===== src/inc/acc_pkg.sv =====
package acc_pkg;
    // Register indices; byte address is four times the index
    localparam logic [11:0] ACC_IDX_CTRL = 12'hF70;
    localparam logic [11:0] ACC_IDX_RAW = 12'hF71;
    localparam logic [11:0] ACC_IDX_HIGH = 12'hF72;
    localparam logic [11:0] ACC_IDX_LOW = 12'hF73;
    // Control and low result register field positions
    localparam int ACC_START_BIT = 7;
    localparam int ACC_IREF_BIT = 6;
    localparam int ACC_RSRC_BIT = 5;
    localparam int ACC_EN_BIT = 4;
    localparam int ACC_CH_LSB = 0;
    localparam int ACC_CH_W = 4;
    localparam int ACC_LOW_LSB = 6;
    // Reset values
    localparam logic [6:0] ACC_CTRL_RST = 7'h00;
    localparam logic [7:0] ACC_RES_RST = 8'h00;
    // Channel codes beyond the eight plain inputs
    localparam logic [3:0] ACC_CH_GND_AMP = 4'h8;
    localparam logic [3:0] ACC_CH_TEMP = 4'h9;
    localparam logic [3:0] ACC_CH_TEMP_PAD = 4'hC;
    localparam logic [3:0] ACC_CH_BGCHOP_PAD = 4'hD;
    // Timing: clock period, phase times, derived and fixed cycle counts; result width
    localparam int ACC_CLK_NS = 40;
    localparam int ACC_SAMPLE_NS = 1800;
    localparam int ACC_SETTLE_NS = 500;
    localparam int ACC_SAMPLE_CYC = (ACC_SAMPLE_NS + ACC_CLK_NS - 1) / ACC_CLK_NS;
    localparam int ACC_SETTLE_CYC = (ACC_SETTLE_NS + ACC_CLK_NS - 1) / ACC_CLK_NS;
    localparam int ACC_CONV_CYC = 13;
    localparam int ACC_RES_W = 10;
    // AXI responses
    localparam logic [1:0] ACC_RESP_OKAY = 2'h0;
    localparam logic [1:0] ACC_RESP_SLVERR = 2'h2;

    typedef struct packed {
        logic internal_reference_choice;
        logic reference_source_select;
        logic converter_enable;
        logic [3:0] input_channel_select;
    } acc_ctrl_t;

    typedef struct packed {
        logic [7:0] ana_select;
        logic ground_amp_inputs;
        logic temp_sensor_select;
        logic temp_to_pad;
        logic bgchop_to_pad;
    } acc_route_t;

    typedef enum logic [3:0] {
        ACC_S_IDLE = 4'h1,
        ACC_S_SAMPLE = 4'h2,
        ACC_S_SETTLE = 4'h4,
        ACC_S_CONVERT = 4'h8
    } acc_state_t;
endpackage


===== src/acc_chan_route.sv =====
`timescale 1ns/1ps
module acc_chan_route
    import acc_pkg::*;
(
    input wire logic aclk,
    input wire logic aresetn,
    input wire logic [3:0] code,
    output acc_route_t route
);
    acc_route_t route_reg;

    function automatic acc_route_t acc_decode(input logic [3:0] c);
        acc_route_t r;
        r = '0;
        if (!c[3]) begin
            r.ana_select = 8'h01 << c[2:0];
        end
        r.ground_amp_inputs = (c == ACC_CH_GND_AMP);
        r.temp_sensor_select = (c == ACC_CH_TEMP);
        r.temp_to_pad = (c == ACC_CH_TEMP_PAD);
        r.bgchop_to_pad = (c == ACC_CH_BGCHOP_PAD);
        return r;
    endfunction

    // Registered so the mux controls never glitch
    always_ff @(posedge aclk) begin
        if (!aresetn) begin
            route_reg <= '0;
        end else begin
            route_reg <= acc_decode(code);
        end
    end

    assign route = route_reg;
endmodule // acc_chan_route


===== src/acc_sar_seq.sv =====
`timescale 1ns/1ps
module acc_sar_seq
    import acc_pkg::*;
#(
    parameter int SAMPLE_CYC = ACC_SAMPLE_CYC,
    parameter int SETTLE_CYC = ACC_SETTLE_CYC,
    parameter int CONV_CYC = ACC_CONV_CYC
) (
    input wire logic aclk,
    input wire logic aresetn,
    input wire logic start,
    input wire logic enable,
    input wire logic cmp_in,
    output logic busy,
    output logic sample_hold,
    output logic [ACC_RES_W-1:0] sar_value,
    output logic [ACC_RES_W-1:0] result,
    output logic done
);
    acc_state_t state_reg;
    logic [7:0] cnt_reg;
    logic [ACC_RES_W-1:0] sar_reg;
    logic [ACC_RES_W-1:0] result_reg;
    logic done_reg;

    initial begin
        if (CONV_CYC < ACC_RES_W || CONV_CYC > 255 || SAMPLE_CYC < 1 || SAMPLE_CYC > 255
            || SETTLE_CYC < 1 || SETTLE_CYC > 255) begin
            $error("acc_sar_seq: phase counts out of range");
        end
    end

    // Phase sequencing; a start restarts from sampling unless enable is low, which forces idle
    always_ff @(posedge aclk) begin
        if (!aresetn) begin
            state_reg <= ACC_S_IDLE;
            cnt_reg <= 8'h00;
        end else if (!enable) begin
            state_reg <= ACC_S_IDLE;
            cnt_reg <= 8'h00;
        end else if (start) begin
            state_reg <= ACC_S_SAMPLE;
            cnt_reg <= 8'h00;
        end else begin
            case (state_reg)
                ACC_S_SAMPLE: begin
                    cnt_reg <= (cnt_reg == 8'(SAMPLE_CYC - 1)) ? 8'h00 : cnt_reg + 8'h01;
                    if (cnt_reg == 8'(SAMPLE_CYC - 1)) state_reg <= ACC_S_SETTLE;
                end
                ACC_S_SETTLE: begin
                    cnt_reg <= (cnt_reg == 8'(SETTLE_CYC - 1)) ? 8'h00 : cnt_reg + 8'h01;
                    if (cnt_reg == 8'(SETTLE_CYC - 1)) state_reg <= ACC_S_CONVERT;
                end
                ACC_S_CONVERT: begin
                    cnt_reg <= (cnt_reg == 8'(CONV_CYC - 1)) ? 8'h00 : cnt_reg + 8'h01;
                    if (cnt_reg == 8'(CONV_CYC - 1)) state_reg <= ACC_S_IDLE;
                end
                default: begin
                    state_reg <= ACC_S_IDLE;
                    cnt_reg <= 8'h00;
                end
            endcase
        end
    end

    // Successive approximation, MSB first, one bit per cycle
    always_ff @(posedge aclk) begin
        if (!aresetn) begin
            sar_reg <= '0;
        end else if (state_reg == ACC_S_SETTLE) begin
            sar_reg <= {1'b1, {(ACC_RES_W - 1){1'b0}}};
        end else if (state_reg == ACC_S_CONVERT && cnt_reg < 8'(ACC_RES_W)) begin
            for (int i = 0; i < ACC_RES_W; i++) begin
                // Decide this bit, and raise the next trial bit one step earlier
                if (8'(ACC_RES_W - 1 - i) == cnt_reg) begin
                    sar_reg[i] <= cmp_in;
                end
                if (8'(ACC_RES_W - 2 - i) == cnt_reg) begin
                    sar_reg[i] <= 1'b1;
                end
            end
        end
    end

    // Result capture and completion pulse
    always_ff @(posedge aclk) begin
        if (!aresetn) begin
            result_reg <= '0;
            done_reg <= 1'b0;
        end else begin
            done_reg <= enable && !start && state_reg == ACC_S_CONVERT
                && cnt_reg == 8'(CONV_CYC - 1);
            if (enable && !start && state_reg == ACC_S_CONVERT
                && cnt_reg == 8'(CONV_CYC - 1)) begin
                result_reg <= sar_reg;
            end
        end
    end

    assign busy = (state_reg != ACC_S_IDLE);
    assign sample_hold = state_reg[1]; // Sampling bit of the one-hot state, a flop
    assign sar_value = sar_reg;
    assign result = result_reg;
    assign done = done_reg;
endmodule // acc_sar_seq


===== src/acc_regs.sv =====
`timescale 1ns/1ps
module acc_regs
    import acc_pkg::*;
#(
    parameter int ADDR_W = 14,
    parameter int SAMPLE_CYC = ACC_SAMPLE_CYC,
    parameter int SETTLE_CYC = ACC_SETTLE_CYC
) (
    input wire logic aclk,
    input wire logic aresetn,
    input wire logic [ADDR_W-1:0] s_axi_awaddr,
    input wire logic [2:0] s_axi_awprot,
    input wire logic s_axi_awvalid,
    output logic s_axi_awready,
    input wire logic [31:0] s_axi_wdata,
    input wire logic [3:0] s_axi_wstrb,
    input wire logic s_axi_wvalid,
    output logic s_axi_wready,
    output logic [1:0] s_axi_bresp,
    output logic s_axi_bvalid,
    input wire logic s_axi_bready,
    input wire logic [ADDR_W-1:0] s_axi_araddr,
    input wire logic [2:0] s_axi_arprot,
    input wire logic s_axi_arvalid,
    output logic s_axi_arready,
    output logic [31:0] s_axi_rdata,
    output logic [1:0] s_axi_rresp,
    output logic s_axi_rvalid,
    input wire logic s_axi_rready,
    input wire logic cmp_in,
    output logic [ACC_RES_W-1:0] sar_trial,
    output logic sample_hold,
    output logic converter_enable,
    output logic reference_source_select,
    output logic internal_reference_choice,
    output acc_route_t route,
    output logic conv_done_req
);
    initial begin
        if (ADDR_W < 14) begin
            $error("acc_regs: ADDR_W must reach the register indices");
        end
    end

    // Word index of a byte address
    function automatic logic [11:0] acc_index(input logic [ADDR_W-1:0] a);
        return a[13:2];
    endfunction

    function automatic logic acc_mapped(input logic [ADDR_W-1:0] a);
        logic [11:0] i;
        i = acc_index(a);
        return ((a >> 14) == '0) && i >= ACC_IDX_CTRL && i <= ACC_IDX_LOW;
    endfunction

    // Write channel state
    logic awready_reg;
    logic wready_reg;
    logic bvalid_reg;
    logic [1:0] bresp_reg;
    logic aw_hold_reg;
    logic w_hold_reg;
    logic [ADDR_W-1:0] awaddr_reg;
    logic [31:0] wdata_reg;
    logic [3:0] wstrb_reg;
    // Read channel state
    logic arready_reg;
    logic rvalid_reg;
    logic [1:0] rresp_reg;
    logic [31:0] rdata_reg;
    // Block state
    acc_ctrl_t ctrl_reg;
    logic [7:0] high_reg;
    logic [1:0] low_pair_reg;
    logic [7:0] low_reg;
    // Submodule wires
    logic busy;
    logic conv_done;
    logic [ACC_RES_W-1:0] sar_value;
    logic [ACC_RES_W-1:0] result;

    // Write handshake bookkeeping; address and data may come in either order
    logic aw_fire;
    logic w_fire;
    logic wr_do;
    logic aw_hold_next;
    logic w_hold_next;
    logic bvalid_next;
    logic [ADDR_W-1:0] wr_addr;
    logic [31:0] wr_data;
    logic [3:0] wr_strb;
    logic ctrl_wr;
    logic start_req;
    assign aw_fire = s_axi_awvalid && awready_reg;
    assign w_fire = s_axi_wvalid && wready_reg;
    assign wr_do = (aw_hold_reg || aw_fire) && (w_hold_reg || w_fire);
    assign aw_hold_next = (aw_hold_reg || aw_fire) && !wr_do;
    assign w_hold_next = (w_hold_reg || w_fire) && !wr_do;
    assign bvalid_next = wr_do || (bvalid_reg && !s_axi_bready);
    assign wr_addr = aw_fire ? s_axi_awaddr : awaddr_reg;
    assign wr_data = w_fire ? s_axi_wdata : wdata_reg;
    assign wr_strb = w_fire ? s_axi_wstrb : wstrb_reg;
    assign ctrl_wr = wr_do && acc_mapped(wr_addr) && acc_index(wr_addr) == ACC_IDX_CTRL
        && wr_strb[0];
    // Start only on a written one; enable must already be set beforehand
    assign start_req = ctrl_wr && wr_data[ACC_START_BIT];

    // Write address, data and response registers
    always_ff @(posedge aclk) begin
        if (!aresetn) begin
            awready_reg <= 1'b0;
            wready_reg <= 1'b0;
            bvalid_reg <= 1'b0;
            bresp_reg <= ACC_RESP_OKAY;
            aw_hold_reg <= 1'b0;
            w_hold_reg <= 1'b0;
            awaddr_reg <= '0;
            wdata_reg <= 32'h0000_0000;
            wstrb_reg <= 4'h0;
        end else begin
            aw_hold_reg <= aw_hold_next;
            w_hold_reg <= w_hold_next;
            bvalid_reg <= bvalid_next;
            awready_reg <= !aw_hold_next && !bvalid_next;
            wready_reg <= !w_hold_next && !bvalid_next;
            if (aw_fire) awaddr_reg <= s_axi_awaddr;
            if (w_fire) begin
                wdata_reg <= s_axi_wdata;
                wstrb_reg <= s_axi_wstrb;
            end
            if (wr_do) begin
                bresp_reg <= acc_mapped(wr_addr) ? ACC_RESP_OKAY : ACC_RESP_SLVERR;
            end
        end
    end

    // Control register; writes to result registers fall through unused
    always_ff @(posedge aclk) begin
        if (!aresetn) begin
            ctrl_reg <= ACC_CTRL_RST;
        end else if (ctrl_wr) begin
            ctrl_reg.internal_reference_choice <= wr_data[ACC_IREF_BIT];
            ctrl_reg.reference_source_select <= wr_data[ACC_RSRC_BIT];
            ctrl_reg.converter_enable <= wr_data[ACC_EN_BIT];
            ctrl_reg.input_channel_select <= wr_data[ACC_CH_LSB +: ACC_CH_W];
        end
    end

    // Read handshake
    logic ar_fire;
    logic high_rd;
    logic [11:0] rd_idx;
    logic [7:0] rd_byte;
    assign ar_fire = s_axi_arvalid && arready_reg;
    assign rd_idx = acc_index(s_axi_araddr);
    assign high_rd = ar_fire && acc_mapped(s_axi_araddr) && rd_idx == ACC_IDX_HIGH;

    // Read data multiplexer
    always_comb begin
        rd_byte = 8'h00;
        case (rd_idx)
            ACC_IDX_CTRL: rd_byte = {busy, ctrl_reg};
            ACC_IDX_RAW: rd_byte = sar_value[ACC_RES_W-1 -: 8];
            ACC_IDX_HIGH: rd_byte = high_reg;
            ACC_IDX_LOW: rd_byte = low_reg;
            default: rd_byte = 8'h00;
        endcase
        if (!acc_mapped(s_axi_araddr)) rd_byte = 8'h00;
    end

    always_ff @(posedge aclk) begin
        if (!aresetn) begin
            arready_reg <= 1'b0;
            rvalid_reg <= 1'b0;
            rresp_reg <= ACC_RESP_OKAY;
            rdata_reg <= 32'h0000_0000;
        end else begin
            rvalid_reg <= ar_fire || (rvalid_reg && !s_axi_rready);
            arready_reg <= !(ar_fire || (rvalid_reg && !s_axi_rready));
            if (ar_fire) begin
                rdata_reg <= {24'h00_0000, rd_byte};
                rresp_reg <= acc_mapped(s_axi_araddr) ? ACC_RESP_OKAY : ACC_RESP_SLVERR;
            end
        end
    end

    // Results: high byte held to the next completion, pair waits for a high read
    always_ff @(posedge aclk) begin
        if (!aresetn) begin
            high_reg <= ACC_RES_RST;
            low_pair_reg <= 2'h0;
        end else if (conv_done) begin
            high_reg <= result[ACC_RES_W-1:2];
            low_pair_reg <= result[1:0];
        end
    end

    // Low pair copied only on a high byte read, so both belong together
    always_ff @(posedge aclk) begin
        if (!aresetn) begin
            low_reg <= ACC_RES_RST;
        end else if (high_rd) begin
            low_reg <= {low_pair_reg, {ACC_LOW_LSB{1'b0}}};
        end
    end

    acc_sar_seq #(
        .SAMPLE_CYC(SAMPLE_CYC),
        .SETTLE_CYC(SETTLE_CYC),
        .CONV_CYC(ACC_CONV_CYC)
    ) u_seq (
        .aclk(aclk),
        .aresetn(aresetn),
        .start(start_req),
        .enable(ctrl_reg.converter_enable),
        .cmp_in(cmp_in),
        .busy(busy),
        .sample_hold(sample_hold),
        .sar_value(sar_value),
        .result(result),
        .done(conv_done)
    );

    acc_chan_route u_route (
        .aclk(aclk),
        .aresetn(aresetn),
        .code(ctrl_reg.input_channel_select),
        .route(route)
    );

    assign s_axi_awready = awready_reg;
    assign s_axi_wready = wready_reg;
    assign s_axi_bvalid = bvalid_reg;
    assign s_axi_bresp = bresp_reg;
    assign s_axi_arready = arready_reg;
    assign s_axi_rvalid = rvalid_reg;
    assign s_axi_rresp = rresp_reg;
    assign s_axi_rdata = rdata_reg;
    assign sar_trial = sar_value;
    assign converter_enable = ctrl_reg.converter_enable;
    assign reference_source_select = ctrl_reg.reference_source_select;
    assign internal_reference_choice = ctrl_reg.internal_reference_choice;
    assign conv_done_req = conv_done;
endmodule // acc_regs


===== config.mk =====
export PLATFORM = sky130hd
export DESIGN_NAME = acc_regs
export DESIGN_NICKNAME = d
export VERILOG_FILES = /design/src/inc/acc_pkg.sv /design/src/acc_chan_route.sv /design/src/acc_sar_seq.sv /design/src/acc_regs.sv
export SDC_FILE = /design/constraint.sdc
export NUM_CORES = 1
export LEC_CHECK = 0
export ABC_AREA = 0
export CORE_ASPECT_RATIO = 0.8
export CORE_MARGIN = 5
export CORE_UTILIZATION = 57
export DETAILED_ROUTE_END_ITERATION = 6
export DONT_BUFFER_PORTS = 1
export PLACE_DENSITY = 0.75
export SYNTH_ARGS = -nofsm -noshare
export SYNTH_HDL_FRONTEND = slang
export SYNTH_HIERARCHICAL = 1
export SYNTH_SLANG_ARGS = --single-unit

===== constraint.sdc =====
create_clock -name aclk -period 2.13 [get_ports aclk]
set_input_delay 0.1065 -clock aclk [delete_from_list [all_inputs] [get_ports aclk]]
set_output_delay 0.1065 -clock aclk [all_outputs]
set_load 0.02 [all_outputs]

# Yosys cells after proc, flatten, opt, wreduce, memory -nomap -nowiden
# Index checks and enable logic that the tools add are counted.
[word_totals]
out_inout_bits = 68
reg_bits = 106
[op_classes]
n_shift = 1
n_addsub = 1
reduce_logical = 63
order_cmp = 5
n_mux = 37
n_eq_ne = 31
bitwise_logic = 2
[ops]
columns = ["cell", "count"]
rows = [
  ["$eq 12x12->1 const B", 5],
  ["$eq 3x8->1 const A", 4],
  ["$mux 8", 4],
  ["$pmux 8 s4", 1],
  ["$ge 12x12->1 const B", 2],
  ["$le 12x12->1 const B", 2],
  ["$logic_and 1x1->1", 22],
  ["$reduce_and 2->1", 11],
  ["$mux 1", 21],
  ["$eq 4x4->1 const B", 5],
  ["$mux 10", 2],
  ["$reduce_bool 2->1", 10],
  ["$eq 2x8->1 const A", 2],
  ["$eq 4x8->1 const A", 2],
  ["$pmux 8 s2", 1],
  ["$mux 14", 1],
  ["$mux 4", 3],
  ["$pmux 4 s3", 1],
  ["$ne 3x1->1 const B", 3],
  ["$add 8x1->8 const B", 1],
  ["$eq 1x8->1 const A", 1],
  ["$eq 8x4->1 const B", 1],
  ["$eq 8x6->1 const B", 1],
  ["$eq 8x8->1 const A", 1],
  ["15 further kinds", 33],
]

# Logic depth before layout (Yosys ltp)
# Gate-level depths: netlist of the first run.
[depth]
ltp_word = 12
depth_mapped = 10

# Cells and area by module
# Netlist of the first run, hierarchy kept.
[modules_own_cells]
columns = ["mod", "area_each_um2", "instances", "cells_per_inst"]
rows = [
  ["acc_regs", 2633.8, 1, 270],
  ["acc_sar_seq", 1525.2, 1, 166],
  ["acc_chan_route", 341.6, 1, 31],
]

# Least setup slack after synthesis of the first run
# Ideal clock, no wire load.
[synth_timing]
path_kind = "reg2reg"
from = "reg awready_reg (netlist: s_axi_awready)"
to = "reg u_seq.result_reg[0] (netlist: u_seq/result[0])"
path_stages_with_launch = 10
t_required_ns = 2.002
path_buffers = 1
setup_time_ns = 0.128
arrival_ns = 2.081
setup_slack_ns = -0.079
cell_sequence = "dfxtp_1 -> nand2_1 -> nor3_1 -> o21ai_0 -> nor3_1 -> nor2b_1 -> nand4_1 -> buf_4 -> mux2i_1 -> nor2_1"
[synth_between]
elab_chain_len = 12
word_cells_on_any_way = 16
[synth_rtl]
columns = ["item", "line_no", "source"]
rows = [
  ["start: declaration", "acc_regs.sv:57", "logic awready_reg;"],
  ["start signal: assignment", "acc_regs.sv:124", "awready_reg <= !aw_hold_next && !bvalid_next;"],
  ["$logic_and 1x1->1 (*)", "acc_regs.sv:94", "assign aw_fire = s_axi_awvalid && awready_reg;"],
  ["$mux 14", "-", ""],
  ["$ge 12x12->1 or $le 12x12->1 (tied branches)", "acc_regs.sv:53", "return ((a >> 14) == '0) && i >= ACC_IDX_CTRL && i <= ACC_IDX_LOW;"],
  ["$logic_and 1x1->1", "acc_regs.sv:53", ""],
  ["$logic_and 1x1->1", "acc_regs.sv:103", "assign ctrl_wr = wr_do && acc_mapped(wr_addr) && acc_index(wr_addr) == ACC_IDX_CTRL"],
  ["$logic_and 1x1->1 (*)", "acc_regs.sv:103", ""],
  ["$logic_and 1x1->1 (*)", "acc_regs.sv:104", "&& wr_strb[0];"],
  ["$logic_and 1x1->1 (*)", "acc_regs.sv:106", "assign start_req = ctrl_wr && wr_data[ACC_START_BIT];"],
  ["via start_req", "acc_regs.sv:93", "logic start_req;"],
  ["$logic_not 1->1 (*)", "acc_sar_seq.sv:93", "if (enable && !start && state_reg == ACC_S_CONVERT"],
  ["$logic_and 1x1->1 (*) (2 in a row)", "acc_sar_seq.sv:93", ""],
  ["$logic_and 1x1->1 (*)", "acc_sar_seq.sv:94", "&& cnt_reg == 8'(CONV_CYC - 1)) begin"],
  ["end signal: assignment", "acc_sar_seq.sv:95", "result_reg <= sar_reg;"],
  ["end: declaration", "acc_sar_seq.sv:23", "logic [ACC_RES_W-1:0] result_reg;"],
]
# Mark *: on every way through the listed nets, which the timed path passes. The rest lies on a longest branch.
# A chain may end at the register's enable or synchronous reset.

# Final worst setup path of the first run
[layout_timing]
from = "reg awready_reg (netlist: s_axi_awready)"
to = "reg u_seq.result_reg[9] (netlist: u_seq/result[9])"
# Same word-level chain as after synthesis.

==> results.md, run 1 <==
- Outcome: finished clean
- Leakage: 1.99 nW
- Gr ovfl total: 0
- Post-route ant nets: 0
- Htree depth: 3
- Clk buf depth: 2
- Critical Path Start: s_axi_awready
- Die area: 0.00978 sq mm
- Max layer used: met4
- R2R Path End: u_seq/result[9]
- Clock skew: 0.00720 ns
- Fin cells: 622
- CTS tree: built
- Cells taking the most area after synthesis: dfxtp_1 (45%), mux2i_1 (7.1%), buf_4 (4.5%), nand2_1 (3.9%), nor2b_1 (3.5%)
- Fin Hold WS: 0.0231 ns
- Seq/Total Area, Yosys: 0.454
- Syn avg cell area: 9.64 sq um
- Most common cell in the netlist: dfxtp_1
- Final min period: 2.04 ns
- Layout cells sized above 1: 0.144
- Yosys top cell area share: 0.454
- Clock Latency Late Sink: 0.37 ns
- Layout area overhead: 14.6%
- Number of max-cap violations: 0
- FILL cells: 624
- Asr flop ratio synth: 0
- Core region area: 0.00780 sq mm
- Fin. Hold Viols: 0
- Critical path fanouts, max: 11
- Routed wire length per instance: 16.0 um
- Maximum vdd ir drop: 0.418 mV
- DRC: 0
- Critical path startpoint category: flop
- IO Count: 146
- Routed via count: 3,385
- Detailed Route Iter0 Violations: 120
- Clock transition at path regs: 0.10 ns
- # nets final: 591
- Synth Warn #: 6
- Vias per cell: 5.44
- Pwr/cell area: 679 mW/mm^2
- Worst hold path type: primary input to flop
- Mapped Area: 0.00450 sq mm
- Setup CP Type: flop to flop
- Clock root buffer: clkbuf_8
- Dpl cells: 576
- Worst Tran Pin Value: 0.654 ns
- Total CTS buffers: 9
- Crit path to: u_seq/result[9]
- Drt pass-1 iters: 5
- Gr usage total: 0.210
- # rows: 29
- First-pass GRT wire length: 16,000 um
- HPWL after DPL: 7000 um
- R2r setup slk: 0.09 ns
- I/O Buffers: 0
- Die Wd: 109 um
- R2r startpoint: s_axi_awready
- Final WL: 9960 um
- Fin. max-slew vios: 0
- Final GP Congestion: 0.818
- Pwr Total: 3.50 mW
- Place WS: 0.0237 ns
- Max-slew headroom: 0.563
- Required @ worst endpoint: 2.38 ns
- Starting Density: 0.577
- Critical path endpoint category: flop
- Highest clock rate: 489 MHz
- WL met1: 4380 um
- Synth Register Bits: 102
- Antenna cells: 0
- Reg2Reg Depth: 9
- Metal2 WL: 4500 um
- Final WS setup: 0.0871 ns
- Largest net degree at the start of global routing: 61
- Post-synth EDFFs: 0
- Finish-stage setup viols: 0
- Mapped Cells: 467
- WL met3: 895 um
- CP Data Arrival Time: 2.29 ns
- Area leader, netlist: dfxtp_1
- Netlist cell types: 61
- Commonest cells in the netlist: dfxtp_1 (102), nand2_1 (47), nor2_1 (34)
- Post-layout util: 0.661
- Top_reg_cell synth: dfxtp_1
- Antenna violations before repair: 0
- CTS Sinks: 102
- Die Ht: 89.5 um
- Final Cycle Share: 0.959
- Vias in the first global route: 3,202
worst max-delay path, stage by stage, from the launching register on:
cell      delay, ns
dfxtp_4        0.38
a211o_1        0.28
a211oi_2       0.22
o21ai_1        0.14
nor3_2         0.27
nor2b_1        0.08
nand4_1        0.14
buf_12         0.16
mux2i_1        0.19
nor2_1         0.06
timing repair:
action / 4_1_cts / 5_1_grt
setup endpoints to repair: 1 / 18
hold buffers: 28 / 0
buffers inserted: 0 / 2
resized for setup: 0 / 4
pin swaps: 1 / 2
endpoints found under the hold margin: 69 / 0
placed cells by master (no fill, tap or decap), types with 3 or more instances in the layout:
master / n
dfxtp_1: 101
nand2_1: 47
nor2_1: 34
mux2i_1: 31
conb_1: 26
dlygate4sd3_1: 26
nor2b_1: 25
buf_4: 22
a21boi_0: 20
nand3_1: 15
a21oi_1: 10
clkbuf_8: 9
nor3_1: 8
mux2_2: 8
and2_1: 8
a22oi_1: 8
inv_1: 7
o2bb2ai_1: 6
nand2b_1: 6
nand4_1: 5
nor3_2: 5
and3_1: 5
o21ai_0: 5
xor2_1: 4
or2_2: 4
a211oi_1: 4
ha_1: 4
nand4b_1: 3
nor3b_1: 3
nor4_1: 3
xnor2_1: 3
a31oi_1: 3
report_power, final:
| group | internal (mW) | total [mW] | leakage, nW | switching, mW |
|---|---|---|---|---|
| combinational | 0.107 | 0.252 | 1.06 | 0.145 |
| clock | 0.573 | 1.28 | 0.110 | 0.707 |
| sequential | 1.94 | 1.97 | 0.826 | 0.0299 |
area by class of cell:
class / instances / area (sq um) / share of cell area
timing repair buffer: 51 / 478 / 0.0927
clock inverter: 7 / 91.3 / 0.0177
clock buffer: 9 / 124 / 0.0240
sequential: 102 / 2050 / 0.397
inverter: 7 / 26.3 / 0.00509
multi-input combinational: 338 / 2260 / 0.438
tap: 108 / 135 / 0.0262
metal layers:
| layer | GRT usage | vias up |
|---|---|---|
| met4 | 0.0759 | 0 |
| met1 | 0.262 | 1585 |
| li1 | - | 1675 |
| met5 | 0 | - |
| met2 | 0.337 | 108 |
| met3 | 0.0773 | 17 |
cells by family (layout without fill, tap and decap cells):
family | Yosys count | after routing | synth area share
and+or+nand+nor | 187 | 187 | 0.231
DFF | 102 | 102 | 0.454
muxes | 42 | 42 | 0.101
adders and majority gates | 4 | 4 | 0.0111
buffers and inverters | 52 | 74 | 0.0673
AOI/OAI and AO/OA | 72 | 72 | 0.121
xor gates and xnor gates | 7 | 7 | 0.0136
other | 1 | 26 | 0.000833
per-stage QoR:
stage / setup TNS (ns) / instance area [sq um]
after floorplan: 0 / 4600
after global placement: 0 / 4630
after detailed placement: 0 / 4630
after CTS: 0 / 5130
after global routing: -0.166 / 5160
final: 0 / 5160
worst min-delay path by stage:
stage / to / slack, ns / startpoint / depth (start not counted)
after floorplan: u_seq/state_reg[0] / 0.21 / aresetn / 1
after global placement: u_seq/state_reg[0] / 0.22 / aresetn / 1
after detailed placement: u_seq/state_reg[0] / 0.23 / aresetn / 1
after CTS: s_axi_rdata[0] / 0.0005 / s_axi_araddr[3] / 3
after global routing: s_axi_rdata[0] / 0.006 / s_axi_araddr[3] / 3
final: s_axi_rdata[0] / 0.02 / s_axi_araddr[3] / 3
Power figures use the tool's default switching activity.
==> run 2, diff against run 1 <==
- CORE_UTILIZATION: 57 -> 63
- CTS_CLUSTER_DIAMETER: unset -> 40
- PLACE_DENSITY: 0.75 -> 0.79
- clock period: 2.13 -> 2 ns (I/O delays scaled with it)
==> run 2 against run 1 <==
  * Sequential cell count is the same
  * Final area shrank 0.39%
  * Sequential power grew 7%
  * Routed wire length is essentially flat
==> results.md, run 2 (synthesis results as in run 1) <==
- Layout area overhead: 14.2%
- Hold-critical path depth: 3 (unchanged)
- Most common library cell in the layout ignoring fill and taps: dfxtp_1
- Clock skew: 0.0103 ns (+0.00307 ns)
- Post-layout util: 0.742 (+0.0807)
- Detailed Route Iter0 Violations: 165 (+38%)
- Final min period: 1.99 ns (-0.0499 ns)
- Critical path startpoint category: flop
- Required @ worst endpoint: 2.24 ns (-0.14 ns)
- R2R Path End: u_seq/result[4]
- Final WL: 9970 um (about the same)
- CTS tree: built
- Die Ht: 85.6 um (-4.3%)
- Critical path endpoint category: flop
- Fin cells: 605 (-2.7%)
- Fin. Hold Viols: 0 (unchanged)
- R2r setup slk: 0.007 ns (-0.08 ns)
- Post-route ant nets: 0 (unchanged)
- HPWL after DPL: 7030 um (+0.43%)
- Psw: 0.919 mW (+4.2%)
- Reg2Reg Depth: 9 (unchanged)
- First-pass GRT wire length: 16,400 um (+2.6%)
- Worst hold path type: primary input to flop
- Highest clock rate: 502 MHz (+2.5%)
- Place WS: -0.0861 ns (-0.110 ns)
- Cell Int Power: 2.66 mW (+1.4%)
- IO Count: 146 (unchanged)
- Drt pass-1 iters: 4 (-1)
- Clock power share: 0.336 (-0.029)
- Pwr/cell area: 696 mW/mm^2 (+2.5%)
- Starting Density: 0.650 (+0.0730)
- Placed inst area: 0.00463 sq mm (+0.11%)
- Fin. max-slew vios: 0 (unchanged)
- Layout cells sized above 1: 0.156 (+0.0124)
- Critical path fanouts, max: 11 (unchanged)
- Switching Share: 0.257 (+0.00502)
- Gr ovfl total: 0 (unchanged)
- Largest net degree at the start of global routing: 61 (unchanged)
- Number of max-cap violations: 0 (unchanged)
- Routed wire length per instance: 16.5 um (+2.9%)
- Max-slew headroom: 0.554 (-0.00890)
- HP Start: s_axi_araddr[3]
- Most frequent cells in the layout: dfxtp_1 (100), nand2_1 (47), nor2_1 (34)
- DRC: 0 (unchanged)
- R2r startpoint: s_axi_awready
- Routed via count: 3,418 (+0.97%)
- Logic pwr share: 0.076 (+0.004)
- CP Data Arrival Time: 2.24 ns (-0.05 ns)
- Outcome: finished clean
- Setup TNS: 0 ns (unchanged)
- Vias in the first global route: 3,390 (+5.9%)
- Htree depth: 3 (unchanged)
- Core region area: 0.00693 sq mm (-11%)
- Worst Tran Pin Value: 0.667 ns (+0.0133 ns)
- Die area: 0.00894 sq mm (-8.6%)
- Antenna cells: 0 (unchanged)
- Setup CP Type: flop to flop
- Antenna violations before repair: 0 (unchanged)
- Vias per cell: 5.65 (+3.8%)
- Finish-stage setup viols: 0 (unchanged)
- Clock root buffer: clkbuf_8
- RSZ-0062 raised after global routing: true
- Design Area, Final: 0.00514 sq mm (-0.39%)
- Final WS setup: 0.00697 ns (-0.0801 ns)
- Maximum vdd ir drop: 0.509 mV (+22%)
- # nets final: 595 (+0.68%)
- I/O Buffers: 0 (unchanged)
- Total CTS buffers: 9 (unchanged)
- Clock Latency Late Sink: 0.37 ns (about the same)
- Final Cycle Share: 0.997 (+0.0374)
- Worst Hold End: s_axi_rdata[0]
- CTS Sinks: 102 (unchanged)
- Gr usage total: 0.225 (+0.0148)
- Clock transition at path regs: 0.09 ns (about the same)
- Reg power frac: 0.587 (+0.024)
- # rows: 27 (-6.9%)
- Leakage: 2.01 nW (+0.71%)
- Die Wd: 104 um (-4.4%)
- Dpl cells: 559 (-3.0%)
- Final GP Congestion: 0.840 (+2.6%)
- Clk buf depth: 2 (unchanged)
run 2: worst max-delay path by stage:
| stage | from | endpoint | slack [ns] | cells after the start |
|---|---|---|---|---|
| after floorplan | s_axi_awready | u_seq/result[0] | 0.02 | 9 |
| after global placement | s_axi_awready | u_seq/result[4] | -0.03 | 9 |
| after detailed placement | s_axi_awready | u_seq/result[6] | -0.09 | 9 |
| after CTS | s_axi_awready | u_seq/result[4] | -0.02 | 9 |
| after global routing | s_axi_awready | u_seq/result[4] | -0.10 | 9 |
| final | s_axi_awready | u_seq/result[4] | 0.007 | 9 |
run 2: timing repair:
| action | 4_1_cts | 5_1_grt |
|---|---|---|
| gates resized for setup | 2 | 3 |
| hold endpoints to repair | 68 | 1 |
| setup buffers | 3 | 0 |
| hold buffers | 26 | 1 |
| setup endpoints to repair | 10 | 19 |
| pin swaps | 2 | 1 |
run 2: final cells by class:
class                           instances  area (sq um)
Multi-Input combinational cell        338          2270
Fill cell                             498          1790
Clock buffer                           10           128
Inverter                                7          26.3
Clock inverter                          6          55.1
Sequential cell                       102          2040
Timing Repair Buffer                   55           503
Tap cell                               87           109
run 2: worst max-delay path: stages (launching register included):
cell      delay, ns
dfxtp_2        0.37
a211o_1        0.29
a211oi_2       0.24
o21ai_2        0.10
nor3_2         0.23
nor2b_1        0.07
nand4_1        0.15
buf_12         0.17
mux2i_1        0.20
nor2_1         0.06
run 2: per-layer routing:
layer  track usage  vias up  part of all wire  wire [um]
li1              -     1682                 -          -
met1         0.278     1611              0.42       4220
met2         0.376      112              0.48       4750
met3        0.0888       13             0.091        905
met4        0.0459        0             0.010        104
met5             0        -                 0          0
run 2: power groups by stage:
stage | Clock (mW) | Sequential (mW) | Combinational (mW)
finish | 1.20 | 2.10 | 0.273
global route | 1.32 | 2.11 | 0.296
global placement | 0 | 2.14 | 0.196
detailed placement | 0 | 2.15 | 0.203
floorplan | 0 | 2.14 | 0.216
CTS | 1.23 | 2.10 | 0.265
run 2: metrics by stage:
stage                     hold slack, ns  power (mW)
after detailed placement           0.223        2.35
after global placement             0.221        2.34
final                             0.0157        3.58
after floorplan                    0.205        2.36
after global routing              0.0126        3.72
after CTS                        0.00178        3.59
